--- src/logic/rspd_map.vh ---
// Constants for the reset sync and power-save divider block.
// Assumes inclusion by bare name from the divider and top design files of the block.
`ifndef RSPD_MAP_VH
`define RSPD_MAP_VH

`define RSPD_ADDR_W 8
`define RSPD_DATA_W 16
`define RSPD_PSC_ADDR 8'h00
`define RSPD_STAT_ADDR 8'h04
`define RSPD_PSC_EN_BIT 15
`define RSPD_PSC_SEL_HI 1
`define RSPD_PSC_SEL_LO 0
`define RSPD_PSC_RESET 16'h0000
`define RSPD_PSC_WMASK 16'h8003
`define RSPD_STAT_ACT_EN 0
`define RSPD_STAT_SCLR_OUT 1
`define RSPD_STAT_PIN_RST 2
`define RSPD_STAT_BUS_ACT 3
`define RSPD_STAT_SEL_LO 4
`define RSPD_STAT_SEL_HI 5
`define RSPD_STAT_PEND 6
`define RSPD_STAT_EXIT 7
`define RSPD_WARM_MIN_PERIODS 4
`define RSPD_REL_FALLS 2'h2
`define RSPD_BUS_START_HALF 4'hD
`define RSPD_DIV_SEL_1 2'h0
`define RSPD_DIV_SEL_4 2'h1
`define RSPD_DIV_SEL_8 2'h2
`define RSPD_DIV_SEL_16 2'h3
`define RSPD_DIV_1 5'h01
`define RSPD_DIV_4 5'h04
`define RSPD_DIV_8 5'h08
`define RSPD_DIV_16 5'h10

`endif

--- src/logic/rspd_sync.v ---
// Two-stage synchroniser for pins entering the system clock domain.
// Assumes inputs are asynchronous levels; no pulse shorter than a cycle.
`timescale 1ns/1ps
module rspd_sync #(
	parameter WIDTH = 1
) (
	input wire clk_sys_i,
	input wire resetn_i,
	input wire [WIDTH-1:0] d_i,
	output wire [WIDTH-1:0] q_o
);
	reg [WIDTH-1:0] meta_q;
	reg [WIDTH-1:0] sync_q;

	always @(posedge clk_sys_i or negedge resetn_i) begin
		if (!resetn_i) begin
			meta_q <= {WIDTH{1'b0}};
			sync_q <= {WIDTH{1'b0}};
		end else begin
			meta_q <= d_i;
			sync_q <= meta_q;
		end
	end

	assign q_o = sync_q;
endmodule // rspd_sync

--- src/logic/rspd_divider.v ---
// Power-save divider: decides on which oscillator falls the clock toggles.
// Assumes osc_fall_i is a one-cycle pulse per falling oscillator edge.
`timescale 1ns/1ps
`include "rspd_map.vh"
module rspd_divider (
	input wire clk_sys_i,
	input wire resetn_i,
	input wire osc_fall_i,
	input wire enable_i,
	input wire [1:0] sel_i,
	input wire restart_i,
	output wire toggle_o
);
	reg [4:0] count_q;
	reg [4:0] count_d;
	reg [4:0] period;

	always @* begin
		period = `RSPD_DIV_1;
		if (enable_i) begin
			case (sel_i)
				`RSPD_DIV_SEL_4: period = `RSPD_DIV_4;
				`RSPD_DIV_SEL_8: period = `RSPD_DIV_8;
				`RSPD_DIV_SEL_16: period = `RSPD_DIV_16;
				default: period = `RSPD_DIV_1;
			endcase
		end
	end

	// Toggle once every period oscillator falls on top of the halving
	assign toggle_o = osc_fall_i && (count_q >= period - 5'h01);

	always @* begin
		count_d = count_q;
		if (restart_i)
			count_d = 5'h00;
		else if (toggle_o)
			count_d = 5'h00;
		else if (osc_fall_i)
			count_d = count_q + 5'h01;
	end

	always @(posedge clk_sys_i or negedge resetn_i) begin
		if (!resetn_i)
			count_q <= 5'h00;
		else
			count_q <= count_d;
	end
endmodule // rspd_divider

--- src/logic/rspd_top.v ---
// Reset synchroniser, processor clock generator and power-save divider.
// Assumes the core pulses third_bus_state_i at each third-state fall and
// that oscillator, clear and bus request arrive asynchronously on pins.
`timescale 1ns/1ps
`include "rspd_map.vh"
module rspd_top (
	input wire clk_sys_i,
	input wire resetn_i,
	input wire oscillator_input_i,
	input wire system_clear_input_n_i,
	input wire bus_request_i,
	input wire third_bus_state_i,
	input wire unmasked_irq_i,
	input wire nmi_i,
	input wire [`RSPD_ADDR_W-1:0] reg_addr_i,
	input wire [`RSPD_DATA_W-1:0] reg_wdata_i,
	input wire reg_we_i,
	input wire reg_re_i,
	output wire [`RSPD_DATA_W-1:0] reg_rdata_o,
	output wire clkout_o,
	output wire system_clear_output_o,
	output wire pins_reset_o,
	output wire phase_realign_pulse_o,
	output wire bus_grant_ack_o,
	output wire bus_active_o,
	output wire prefetch_enable_o,
	output wire power_save_active_o
);
	wire [2:0] pin_raw;
	wire [2:0] pin_sync;
	wire osc_s;
	wire sclr_n_s;
	wire bus_req_s;
	wire osc_fall;
	wire div_toggle;
	wire toggle_eff;
	wire skip_beat;
	wire clock_fall;
	wire warm_enter;
	wire recognise;
	wire sclr_fall;
	wire psc_write;
	wire stat_hit;
	wire psc_hit;
	wire exit_req;
	wire apply;
	wire sw_pend;
	wire exit_set;
	wire exit_taken;
	wire rel_last;
	wire start_last;

	reg osc_prev_q;
	reg sclr_smp_q;
	reg sclr_smp_d;
	reg clkout_q;
	reg clkout_d;
	reg pins_reset_q;
	reg pins_reset_d;
	reg sclr_out_q;
	reg sclr_out_d;
	reg realign_q;
	reg realign_d;
	reg recog_q;
	reg recog_d;
	reg [1:0] rel_cnt_q;
	reg [1:0] rel_cnt_d;
	reg [3:0] start_cnt_q;
	reg [3:0] start_cnt_d;
	reg bus_active_q;
	reg bus_active_d;
	reg [`RSPD_DATA_W-1:0] psc_q;
	reg [`RSPD_DATA_W-1:0] psc_d;
	reg act_en_q;
	reg act_en_d;
	reg [1:0] act_sel_q;
	reg [1:0] act_sel_d;
	reg pend_q;
	reg pend_d;
	reg exit_pend_q;
	reg exit_pend_d;
	reg [`RSPD_DATA_W-1:0] rdata_q;
	reg [`RSPD_DATA_W-1:0] rdata_d;
	reg [`RSPD_DATA_W-1:0] stat_word;

	assign pin_raw = {bus_request_i, system_clear_input_n_i,
		oscillator_input_i};

	// One synchroniser for all three pins keeps their delays equal
	rspd_sync #(
		.WIDTH(3)
	) u_pin_sync (
		.clk_sys_i(clk_sys_i),
		.resetn_i(resetn_i),
		.d_i(pin_raw),
		.q_o(pin_sync)
	);

	assign osc_s = pin_sync[0];
	assign sclr_n_s = pin_sync[1];
	assign bus_req_s = pin_sync[2];

	// Falling oscillator edge seen in the system domain
	assign osc_fall = osc_prev_q && !osc_s;

	always @(posedge clk_sys_i or negedge resetn_i) begin
		if (!resetn_i)
			osc_prev_q <= 1'b0;
		else
			osc_prev_q <= osc_s;
	end

	// Clear input sampled only at oscillator falls
	always @* begin
		sclr_smp_d = sclr_smp_q;
		if (osc_fall)
			sclr_smp_d = sclr_n_s;
	end

	// Second low sample in a row means two falls since assertion
	assign warm_enter = osc_fall && !sclr_n_s && !sclr_smp_q;
	assign sclr_fall = osc_fall && !sclr_n_s && sclr_smp_q;
	assign recognise = osc_fall && sclr_n_s && !sclr_smp_q &&
		pins_reset_q;

	// Beat skipped only when clock is high at recognition
	assign skip_beat = recognise && clkout_q;

	rspd_divider u_divider (
		.clk_sys_i(clk_sys_i),
		.resetn_i(resetn_i),
		.osc_fall_i(osc_fall),
		.enable_i(act_en_q),
		.sel_i(act_sel_q),
		.restart_i(apply),
		.toggle_o(div_toggle)
	);

	assign toggle_eff = div_toggle && !skip_beat;
	assign clock_fall = toggle_eff && clkout_q;

	// Clock held in a flop; it moves only on oscillator falls
	always @* begin
		clkout_d = clkout_q;
		if (toggle_eff)
			clkout_d = !clkout_q;
	end

	// Registered so the pulse is clean and one cycle long
	always @* begin
		realign_d = sclr_fall;
	end

	// Terminal counts; the release counter only sees clock falls
	assign rel_last = (rel_cnt_q + 2'h1 == `RSPD_REL_FALLS);
	assign start_last =
		(start_cnt_q + 4'h1 == `RSPD_BUS_START_HALF);

	// Reset sequencing: entry, release and bus start
	always @* begin
		pins_reset_d = pins_reset_q;
		sclr_out_d = sclr_out_q;
		recog_d = recog_q;
		rel_cnt_d = rel_cnt_q;
		start_cnt_d = start_cnt_q;
		bus_active_d = bus_active_q;
		if (warm_enter) begin
			pins_reset_d = 1'b1;
			sclr_out_d = 1'b1;
			recog_d = 1'b0;
			rel_cnt_d = 2'h0;
			start_cnt_d = 4'h0;
			bus_active_d = 1'b0;
		end else begin
			if (recognise) begin
				recog_d = 1'b1;
				rel_cnt_d = 2'h0;
				start_cnt_d = 4'h0;
			end
			if (recog_q && sclr_out_q && clock_fall) begin
				if (rel_last) begin
					sclr_out_d = 1'b0;
					pins_reset_d = 1'b0;
				end
				rel_cnt_d = rel_cnt_q + 2'h1;
			end
			// Half periods counted so the count lands mid period
			if (recog_q && !bus_active_q && toggle_eff) begin
				if (start_last) begin
					bus_active_d = 1'b1;
					recog_d = 1'b0;
				end
				start_cnt_d = start_cnt_q + 4'h1;
			end
		end
	end

	// Clock and reset sequencing state
	always @(posedge clk_sys_i or negedge resetn_i) begin
		if (!resetn_i) begin
			sclr_smp_q <= 1'b0;
			clkout_q <= 1'b0;
			realign_q <= 1'b0;
			pins_reset_q <= 1'b1;
			sclr_out_q <= 1'b1;
			recog_q <= 1'b0;
			rel_cnt_q <= 2'h0;
			start_cnt_q <= 4'h0;
			bus_active_q <= 1'b0;
		end else begin
			sclr_smp_q <= sclr_smp_d;
			clkout_q <= clkout_d;
			realign_q <= realign_d;
			pins_reset_q <= pins_reset_d;
			sclr_out_q <= sclr_out_d;
			recog_q <= recog_d;
			rel_cnt_q <= rel_cnt_d;
			start_cnt_q <= start_cnt_d;
			bus_active_q <= bus_active_d;
		end
	end

	// Register port; never stalls, but writes to the power-save register are dropped while pins are in reset
	assign psc_hit = (reg_addr_i == `RSPD_PSC_ADDR);
	assign stat_hit = (reg_addr_i == `RSPD_STAT_ADDR);
	assign psc_write = reg_we_i && psc_hit;

	// These two inputs end power save; software can also end it by writing the enable bit to 0
	assign exit_req = (unmasked_irq_i || nmi_i) &&
		psc_q[`RSPD_PSC_EN_BIT];

	// Software change waiting, or being written right now
	assign sw_pend = pend_q || psc_write;

	// Exit noted once, then spent at the next third state
	assign exit_set = exit_req && !exit_pend_q;
	assign exit_taken = exit_pend_q && third_bus_state_i;

	// A new setting takes effect only at a third-state fall
	assign apply = third_bus_state_i &&
		(sw_pend || exit_pend_q);

	always @* begin
		psc_d = psc_q;
		if (pins_reset_q)
			psc_d = `RSPD_PSC_RESET;
		else if (psc_write)
			psc_d = reg_wdata_i & `RSPD_PSC_WMASK;
		else if (exit_taken)
			psc_d[`RSPD_PSC_EN_BIT] = 1'b0;
		// Return from interrupt has no path back to the enable bit.
	end

	// Software change held until a third state can apply it
	always @* begin
		pend_d = pend_q;
		if (pins_reset_q)
			pend_d = 1'b0;
		else if (psc_write)
			pend_d = !third_bus_state_i;
		else if (third_bus_state_i)
			pend_d = 1'b0;
	end

	// Set wins over the clear at the same third state
	always @* begin
		exit_pend_d = exit_pend_q;
		if (pins_reset_q)
			exit_pend_d = 1'b0;
		else if (exit_set)
			exit_pend_d = 1'b1;
		else if (exit_taken)
			exit_pend_d = 1'b0;
	end

	// Setting in use moves only at a third state or while pins are in reset, so no clock glitch
	always @* begin
		act_en_d = act_en_q;
		act_sel_d = act_sel_q;
		if (pins_reset_q) begin
			act_en_d = 1'b0;
			act_sel_d = `RSPD_DIV_SEL_1;
		end else if (apply) begin
			act_en_d = psc_d[`RSPD_PSC_EN_BIT];
			act_sel_d = psc_d[`RSPD_PSC_SEL_HI:`RSPD_PSC_SEL_LO];
		end
	end

	// Status shows the setting in use, not the one last written
	always @* begin
		stat_word = {`RSPD_DATA_W{1'b0}};
		stat_word[`RSPD_STAT_ACT_EN] = act_en_q;
		stat_word[`RSPD_STAT_SCLR_OUT] = sclr_out_q;
		stat_word[`RSPD_STAT_PIN_RST] = pins_reset_q;
		stat_word[`RSPD_STAT_BUS_ACT] = bus_active_q;
		stat_word[`RSPD_STAT_SEL_HI:`RSPD_STAT_SEL_LO] = act_sel_q;
		stat_word[`RSPD_STAT_PEND] = pend_q;
		stat_word[`RSPD_STAT_EXIT] = exit_pend_q;
	end

	// Read data valid only in the cycle after the strobe
	always @* begin
		rdata_d = {`RSPD_DATA_W{1'b0}};
		if (reg_re_i) begin
			if (psc_hit)
				rdata_d = psc_q;
			else if (stat_hit)
				rdata_d = stat_word;
			else
				rdata_d = {`RSPD_DATA_W{1'b0}};
		end
	end

	// Register bank and the setting in use
	always @(posedge clk_sys_i or negedge resetn_i) begin
		if (!resetn_i) begin
			psc_q <= `RSPD_PSC_RESET;
			pend_q <= 1'b0;
			exit_pend_q <= 1'b0;
			act_en_q <= 1'b0;
			act_sel_q <= `RSPD_DIV_SEL_1;
			rdata_q <= {`RSPD_DATA_W{1'b0}};
		end else begin
			psc_q <= psc_d;
			pend_q <= pend_d;
			exit_pend_q <= exit_pend_d;
			act_en_q <= act_en_d;
			act_sel_q <= act_sel_d;
			rdata_q <= rdata_d;
		end
	end

	// Grant follows the synchronised request, two cycles late, while out of bus activity
	assign bus_grant_ack_o = !bus_active_q && bus_req_s;
	assign prefetch_enable_o = bus_active_q && !bus_grant_ack_o;

	assign reg_rdata_o = rdata_q;
	assign clkout_o = clkout_q;
	assign system_clear_output_o = sclr_out_q;
	assign pins_reset_o = pins_reset_q;
	assign phase_realign_pulse_o = realign_q;
	assign bus_active_o = bus_active_q;
	assign power_save_active_o = act_en_q;
endmodule // rspd_top

--- config.mk ---
export PLATFORM = sky130hd
export DESIGN_NAME = rspd_top
export DESIGN_NICKNAME = d
export VERILOG_FILES = /design/src/logic/rspd_sync.v /design/src/logic/rspd_divider.v /design/src/logic/rspd_top.v
export VERILOG_INCLUDE_DIRS = /design/src /design/src/logic
export SDC_FILE = /design/constraint.sdc
export NUM_CORES = 1
export LEC_CHECK = 0
export ABC_AREA = 1
export BUFFER_PORTS_ARGS = -buffer_cell sky130_fd_sc_hd__clkbuf_2
export CELL_PAD_IN_SITES_DETAIL_PLACEMENT = 1
export CELL_PAD_IN_SITES_GLOBAL_PLACEMENT = 2
export CORE_MARGIN = 3
export CORE_UTILIZATION = 32
export DETAILED_ROUTE_END_ITERATION = 7
export GPL_ROUTABILITY_DRIVEN = 1
export GPL_TIMING_DRIVEN = 0
export PLACE_DENSITY = 0.86
export SLEW_MARGIN = 10
export SYNTH_ARGS = -nofsm -noshare
export SYNTH_HDL_FRONTEND = slang
export SYNTH_SLANG_ARGS = --single-unit
--- constraint.sdc ---
create_clock -name clk_sys_i -period 3.1 [get_ports clk_sys_i]
set_input_delay 0 -clock clk_sys_i [delete_from_list [all_inputs] [get_ports clk_sys_i]]
set_output_delay 0 -clock clk_sys_i [all_outputs]
set_load 0.005 [all_outputs]
==> impl_metrics.tcl, run 1 <==
set metrics [dict create \
    period_needed_ns 2.44 \
    root_buffer "clkbuf_8" \
    wl_per_cell_um 12.6 \
    cts_sinks 42 \
    hold_violations 0 \
    critPathKind "flop to flop" \
    drt-met1-wl_um 2120 \
    ioPinCount 58 \
    rows 28 \
    finalSetupViolations 0 \
    tightest_slew_ns 1.04 \
    antenna_found_initial 0 \
    path_max_fanout 4 \
    dieArea_mm2 0.00759 \
    place.gp.congestion 0.765 \
    yosys-top-cells-area "dfrtp_1 49%, nand3_1 7.8%, nand2_1 7.3%" \
    wl_met2_um 2370 \
    synth_warnings 0 \
    grt_max_degree 43 \
    drt_pass1_iterations 4 \
    tns_ns 0 \
    arrival_ns 2.63 \
    ant_nets 0 \
    wl_met3_um 205 \
    yosys.area.top_type "dfrtp_1" \
    nets 343 \
    grt_pass1_wl_um 8260 \
    setup_slack_ns 0.658 \
    min_to "psc_q[1]" \
    fin_cells 375 \
    numCtsBuffers 5 \
    grt-ovfl-total 0 \
    ys_ff_latch 42 \
    ys_seq_area_frac 0.500 \
    powerDensity_mw_per_mm2 575 \
    area_delta_synth_final_pct 22.5 \
    avgSynthCellArea_um2 8.73 \
    finalPower_mw 1.48 \
    cp_common_cell "nand2_1" \
    ir_drop_mv 0.333 \
    syn_inst 241 \
    viasPerCell 4.62 \
    clk_path_buf_depth 2 \
    critPathLaunchType "flop" \
    grt_pass1_vias 1850 \
    r2r-end "rel_cnt_q[1]" \
    antenna_cells 0 \
    dr.max_layer_used "met4" \
    min_period_over_period 0.788 \
    tritoncts "yes" \
    endpoint_kind "flop" \
    core_mm2 0.00613 \
    routed_wl_um 4730 \
    ys.flop_type "dfrtp_1" \
    drv_slew 0 \
    initialDrtViolationCount 34 \
    layout-drive-gt1-share 0.240 \
    rr_worst_depth 14 \
    crit_path_max_incr_delay_ns 0.41 \
    worstPathRequired_ns 3.28 \
    insertion_delay_ns 0.29 \
    min_path_type "primary input to flop" \
    synth_edf_count 0 \
    synth_fp_nets 285 \
    final_util 0.421 \
    final_common_cell "clkbuf_2" \
    cts.repair.resized 0 \
    die_h_um 87.1 \
    ys_types 29 \
    place_hpwl_um 3580 \
    outcome "completed" \
    cts_setup_buffers 0 \
    path_cells "o21ai_0, inv_1, ha_1, xor2_1, ha_1, nand2_1, nor2_1, nand2_1, nand3_1, nand3_1, nor2_1, nand2_1, nand3_1, nand2_1" \
    crit_path_top_delay_cell "dfrtp_1" \
    fmax_mhz 410 \
    dieWidth_um 87.1 \
    r2r_start "act_sel_q[1]" \
    fin_worst_skew_ns 0.00408 \
    min_delay_path_depth 3 \
    htreeDepth 2 \
    initial_core_util 0.343 \
    hold_start "reg_wdata_i[1]" \
    vias 1734 \
    drcViolationCount 0 \
    pre_cts_slack_ns 0.641 \
    cap_violations 0 \
    io_buffers 44 \
    relSlewSlack 0.309 \
    mostFrequentLayoutCells "44 x clkbuf_2, 41 x nand2_1, 41 x dfrtp_1" \
    syn_area_mm2 0.00210 \
    path_clk_slew_ns 0.08 \
    rsz0062_at_grt "no" \
    power.leakage_nw 1.37 \
    synth_top_area_frac 0.488 \
    grt_use_total 0.138 \
    r2r_slack_ns 0.66 \
    async_flop_share 1.00 \
    dp.cells 360 \
]
-- state kept, by name, summed over array words and instances (netlist names) --
signal and count:
pend_q 1, bus_active_o 1, reg_rdata_o 10, start_cnt_q 4
osc_prev_q 1, act_sel_q 2, clkout_o 1, power_save_active_o 1
sclr_smp_q 1, exit_pend_q 1, u_pin_sync.q_o 3, rel_cnt_q 2
u_pin_sync.meta_q 3, phase_realign_pulse_o 1, psc_q 3, system_clear_output_o 1
u_divider.count_q 5, recog_q 1
-- power by group --
part / total, mW / switching (mW) / internal [mW]
logic: 0.413 / 0.235 / 0.178
clock network: 0.359 / 0.201 / 0.158
registers: 0.710 / 0.0882 / 0.622
-- layout make-up --
class	instances	area, um2
multi-input combinational	156	853
fill	747	3550
clock inverter	3	21.3
timing repair buffer	51	290
sequential	42	1050
buffer	10	75.1
clock buffer	5	68.8
inverter	33	124
tap	75	93.8
-- repair_timing --
item | in CTS | in global routing
hold buffers | 7 | 0
setup endpoints to repair | 0 | 0
hold endpoints to repair | 48 | 0
-- worst max-delay path, delay by kind of cell, from the launching register on --
kind | cells | cell delay, ns
DFF | 1 | 0.41
adders and majority gates | 2 | 0.50
AOI/OAI and AO/OA | 1 | 0.26
and+or+nand+nor | 9 | 0.89
xor gates and xnor gates | 1 | 0.17
buffers and inverters | 1 | 0.11
-- synthesized netlist by cell type, types with 2 or more instances --
| cell type | number |
|---|---|
| nand3_1 | 33 |
| o21ai_1 | 2 |
| nor2_1 | 26 |
| nor2_4 | 2 |
| nor3_1 | 6 |
| a21oi_1 | 4 |
| nand2_4 | 2 |
| nand2_1 | 41 |
| buf_4 | 8 |
| o21ai_0 | 8 |
| xor2_1 | 4 |
| nand4_1 | 3 |
| conb_1 | 2 |
| inv_1 | 33 |
| nor2_2 | 3 |
| dfrtp_1 | 41 |
| xnor2_1 | 2 |
| ha_1 | 10 |
-- routing by layer --
| metal | GRT usage | vias to the layer above |
|---|---|---|
| met5 | 0 | - |
| met2 | 0.248 | 28 |
| met4 | 0.0404 | 0 |
| met1 | 0.165 | 827 |
| li1 | - | 877 |
| met3 | 0.0303 | 2 |
-- worst max path at each step --
stage	from	to	slack [ns]	depth (start not counted)
after floorplan	act_sel_q[1]	rel_cnt_q[0]	0.99	14
after global placement	act_sel_q[1]	rel_cnt_q[1]	0.67	14
after detailed placement	act_sel_q[1]	rel_cnt_q[1]	0.64	14
after CTS	act_sel_q[1]	rel_cnt_q[1]	0.62	14
after global routing	act_sel_q[1]	rel_cnt_q[0]	0.25	14
final	act_sel_q[1]	rel_cnt_q[1]	0.66	14
-- cells by family after synthesis --
logic type / count (synthesis) / share of synthesized area
other: 2 / 0.00357
XOR/XNOR: 6 / 0.0250
AND/OR/NAND/NOR: 120 / 0.266
buffers and inverters: 43 / 0.0945
adder cells (fa/ha/maj): 10 / 0.0595
flip-flops: 42 / 0.500
AO/OA/AOI/OAI: 18 / 0.0511
-- metrics by stage --
| step | hold slack, ns | cell area [um2] |
|---|---|---|
| after CTS | 0.0158 | 2580 |
| after floorplan | -0.296 | 2100 |
| after global routing | 0.0558 | 2580 |
| final | 0.0263 | 2580 |
| after detailed placement | 0.111 | 2420 |
| after global placement | 0.109 | 2420 |
Power figures use the tool's default switching activity.
==> run 2: changes to the inputs <==
- ABC_AREA: 1 -> 0
- CORE_UTILIZATION: 32 -> 31
- PLACE_DENSITY: 0.86 -> 0.81
- clock period: 3.1 -> 2.4 ns (I/O delays scaled with it)
==> run 2 against run 1 <==
Net effect: the flow now finishes with violations (setup timing); synthesized cell count decreased by 15%; first-iteration DRC count increased by 68%; routed wire length increased by 14%; combinational power increased by 37%; cell count decreased by 5.1%; via count increased by 1.1%; worst setup slack got worse by 0.72 ns; critical path type unchanged; largest cell class unchanged.
==> impl_metrics.tcl, run 2 <==
set metrics [dict create \
    outcome "finished with violations" \
    violations "setup timing" \
    largest_reg_flops 10 \
    endpoint_kind "flop" \
    fin_worst_skew_ns 0.00587 \
    htreeDepth 2 \
    antenna_cells 0 \
    dieArea_mm2 0.00771 \
    clk_path_buf_depth 2 \
    synth_top_area_frac 0.495 \
    hold_violations 0 \
    power.leakage_nw 1.34 \
    crit_path_top_delay_cell "dfrtp_1" \
    syn_inst 205 \
    numCtsBuffers 5 \
    ant_nets 0 \
    dieWidth_um 87.8 \
    min_period_over_period 1.02 \
    initialDrtViolationCount 57 \
    r2r_start "act_sel_q[1]" \
    initial_core_util 0.323 \
    core_mm2 0.00642 \
    vias 1753 \
    grt_pass1_vias 1805 \
    fmax_mhz 407 \
    grtUsageMet1 0.184 \
    endpoint "start_cnt_q[2]" \
    path_cells "o21ai_2, inv_2, ha_4, xnor2_2, ha_1, and4b_2, and3_4, a21oi_4, or3_4, a211oi_2" \
    drt_pass1_iterations 4 \
    ioPinCount 58 \
    nFillCells 730 \
    place_area_mm2 0.00239 \
    path_clk_slew_ns 0.08 \
    grt-ovfl-total 0 \
    tns_ns -0.106 \
    rr_worst_depth 10 \
    ys_types 39 \
    grt_pass1_wl_um 9090 \
    routed_wl_um 5400 \
    met3_usage 0.0339 \
    io_buffers 44 \
    pre_cts_slack_ns -0.339 \
    finalSetupViolations 3 \
    finalPower_mw 1.92 \
    async_flop_share 1.00 \
    relSlewSlack 0.298 \
    die_h_um 87.8 \
    layout-drive-gt1-share 0.366 \
    crit_path_max_incr_delay_ns 0.42 \
    place_hpwl_um 3760 \
    dp.cells 326 \
    path_max_fanout 6 \
    viasPerCell 4.92 \
    synth_warnings 0 \
    rows 29 \
    powerDensity_mw_per_mm2 682 \
    final_util 0.438 \
    syn_area_mm2 0.00207 \
    rsz0062_at_grt "yes" \
    yosysMostFrequentCell "dfrtp_1" \
    grt-busiest-layer "met2" \
    avgSynthCellArea_um2 10.1 \
    crit_start "act_sel_q[1]" \
    place.gp.congestion 0.741 \
    ys.flop_type "dfrtp_1" \
    yosys.area.top_type "dfrtp_1" \
    r2r-end "start_cnt_q[2]" \
    grt_use_total 0.153 \
    drv_slew 0 \
    ir_drop_mv 0.440 \
    design_area_mm2 0.00281 \
    nets 322 \
    ys_ff_latch 42 \
    final_common_cell "clkbuf_2" \
    drcViolationCount 0 \
    min_path_type "primary input to flop" \
    synth_edf_count 0 \
    antenna_found_initial 0 \
    critPathKind "flop to flop" \
    tightest_slew_ns 1.05 \
    insertion_delay_ns 0.29 \
    fin_cells 356 \
    synth_fp_nets 249 \
    setup_slack_ns -0.0595 \
    critPathLaunchType "flop" \
    cp_top_family "simple AND/OR/NAND/NOR gates" \
    period_needed_ns 2.46 \
    tritoncts "yes" \
    grtUsageMet2 0.268 \
    r2r_slack_ns -0.06 \
    root_buffer "clkbuf_8" \
    synth_common_cells "41 x dfrtp_1, 17 x nand3_1, 16 x nand2_1" \
    grt_max_degree 43 \
    worstPathRequired_ns 2.62 \
    arrival_ns 2.68 \
    cap_violations 0 \
    yosys-top-cells-area "dfrtp_1 49%, ha_1 6.0%, nand3_1 4.1%" \
    wl_per_cell_um 15.2 \
    cts_sinks 42 \
    area_delta_synth_final_pct 35.5 \
    mostFrequentLayoutCells "44 x clkbuf_2, 40 x dfrtp_1, 18 x buf_4" \
    cp.depth 10 \
    timing.hold.ws_ns 0.0318 \
    ys_seq_area_frac 0.508 \
    path_buf_inv 1 \
]
## run 2: changes by cell type in the layout (fill, tap and decap cells not counted), moves of 4 or more
cell,change
nor2_1,-11
mux2i_1,+6
buf_4,+10
nor3b_1,+4
nand3_1,-17
inv_1,-19
a21oi_1,+5
xor2_1,-4
nand2_1,-25
o21ai_0,-4
a21oi_2,+4
## run 2: report_power, final
part / internal [mW] / leakage, nW / total (mW) / switching, mW
registers: 0.790 / 0.541 / 0.881 / 0.0910
clock network: 0.232 / 0.0482 / 0.473 / 0.240
logic: 0.280 / 0.753 / 0.564 / 0.283
total: 1.30 / 1.34 / 1.92 / 0.615
## run 2: layout make-up
class | instances | area (um2) | share of cell area
plain buffers | 13 | 91.3 | 0.0325
well taps | 77 | 96.3 | 0.0343
inverters | 15 | 56.3 | 0.0200
clock buffers | 7 | 86.3 | 0.0307
flip-flops and latches | 42 | 1050 | 0.375
clock inverters | 1 | 5.00 | 0.00178
multi-input cells | 135 | 988 | 0.352
repair buffers | 66 | 433 | 0.154
## run 2: metal layers
layer	share of wire	wire length, um
met1	0.43	2330
met4	0.014	74
met3	0.034	185
met2	0.52	2800
met5	0	0
## run 2: worst min-delay path by stage
stage                                      start                    to  slack [ns]  cells past startpoint
after floorplan                         resetn_i          act_sel_q[0]       -0.30                      0
after global placement    system_clear_input_n_i  u_pin_sync.meta_q[1]        0.11                      1
after detailed placement      oscillator_input_i  u_pin_sync.meta_q[0]        0.11                      1
after CTS                         reg_wdata_i[0]              psc_q[0]        0.02                      3
after global routing              reg_wdata_i[0]              psc_q[0]        0.05                      3
final                             reg_wdata_i[0]              psc_q[0]        0.03                      3
## run 2: repair_timing
item / 4_1_cts / 5_1_grt
endpoints found under the setup margin: 13 / 12
pin swaps: 13 / 8
hold buffers: 9 / 0
setup buffers: 8 / 5
gates resized for setup: 17 / 8
endpoints found under the hold margin: 49 / 0
## run 2: cell families (layout without fill, tap and decap cells)
family / count (synthesis) / after routing / share of synthesized area
xor gates and xnor gates: 2 / 2 / 0.00845
adders and majority gates: 10 / 10 / 0.0604
AOI/OAI and AO/OA: 37 / 37 / 0.118
DFF: 42 / 42 / 0.508
muxes: 6 / 6 / 0.0290
buffers and inverters: 28 / 102 / 0.0712
and+or+nand+nor: 78 / 78 / 0.202
other: 2 / 2 / 0.00362
## run 2: worst register-to-register path: stages (launching register included)
cell,delay (ns)
dfrtp_1,0.42
o21ai_2,0.19
inv_2,0.08
ha_4,0.16
xnor2_2,0.13
ha_1,0.28
and4b_2,0.28
and3_4,0.22
a21oi_4,0.07
or3_4,0.34
a211oi_2,0.21
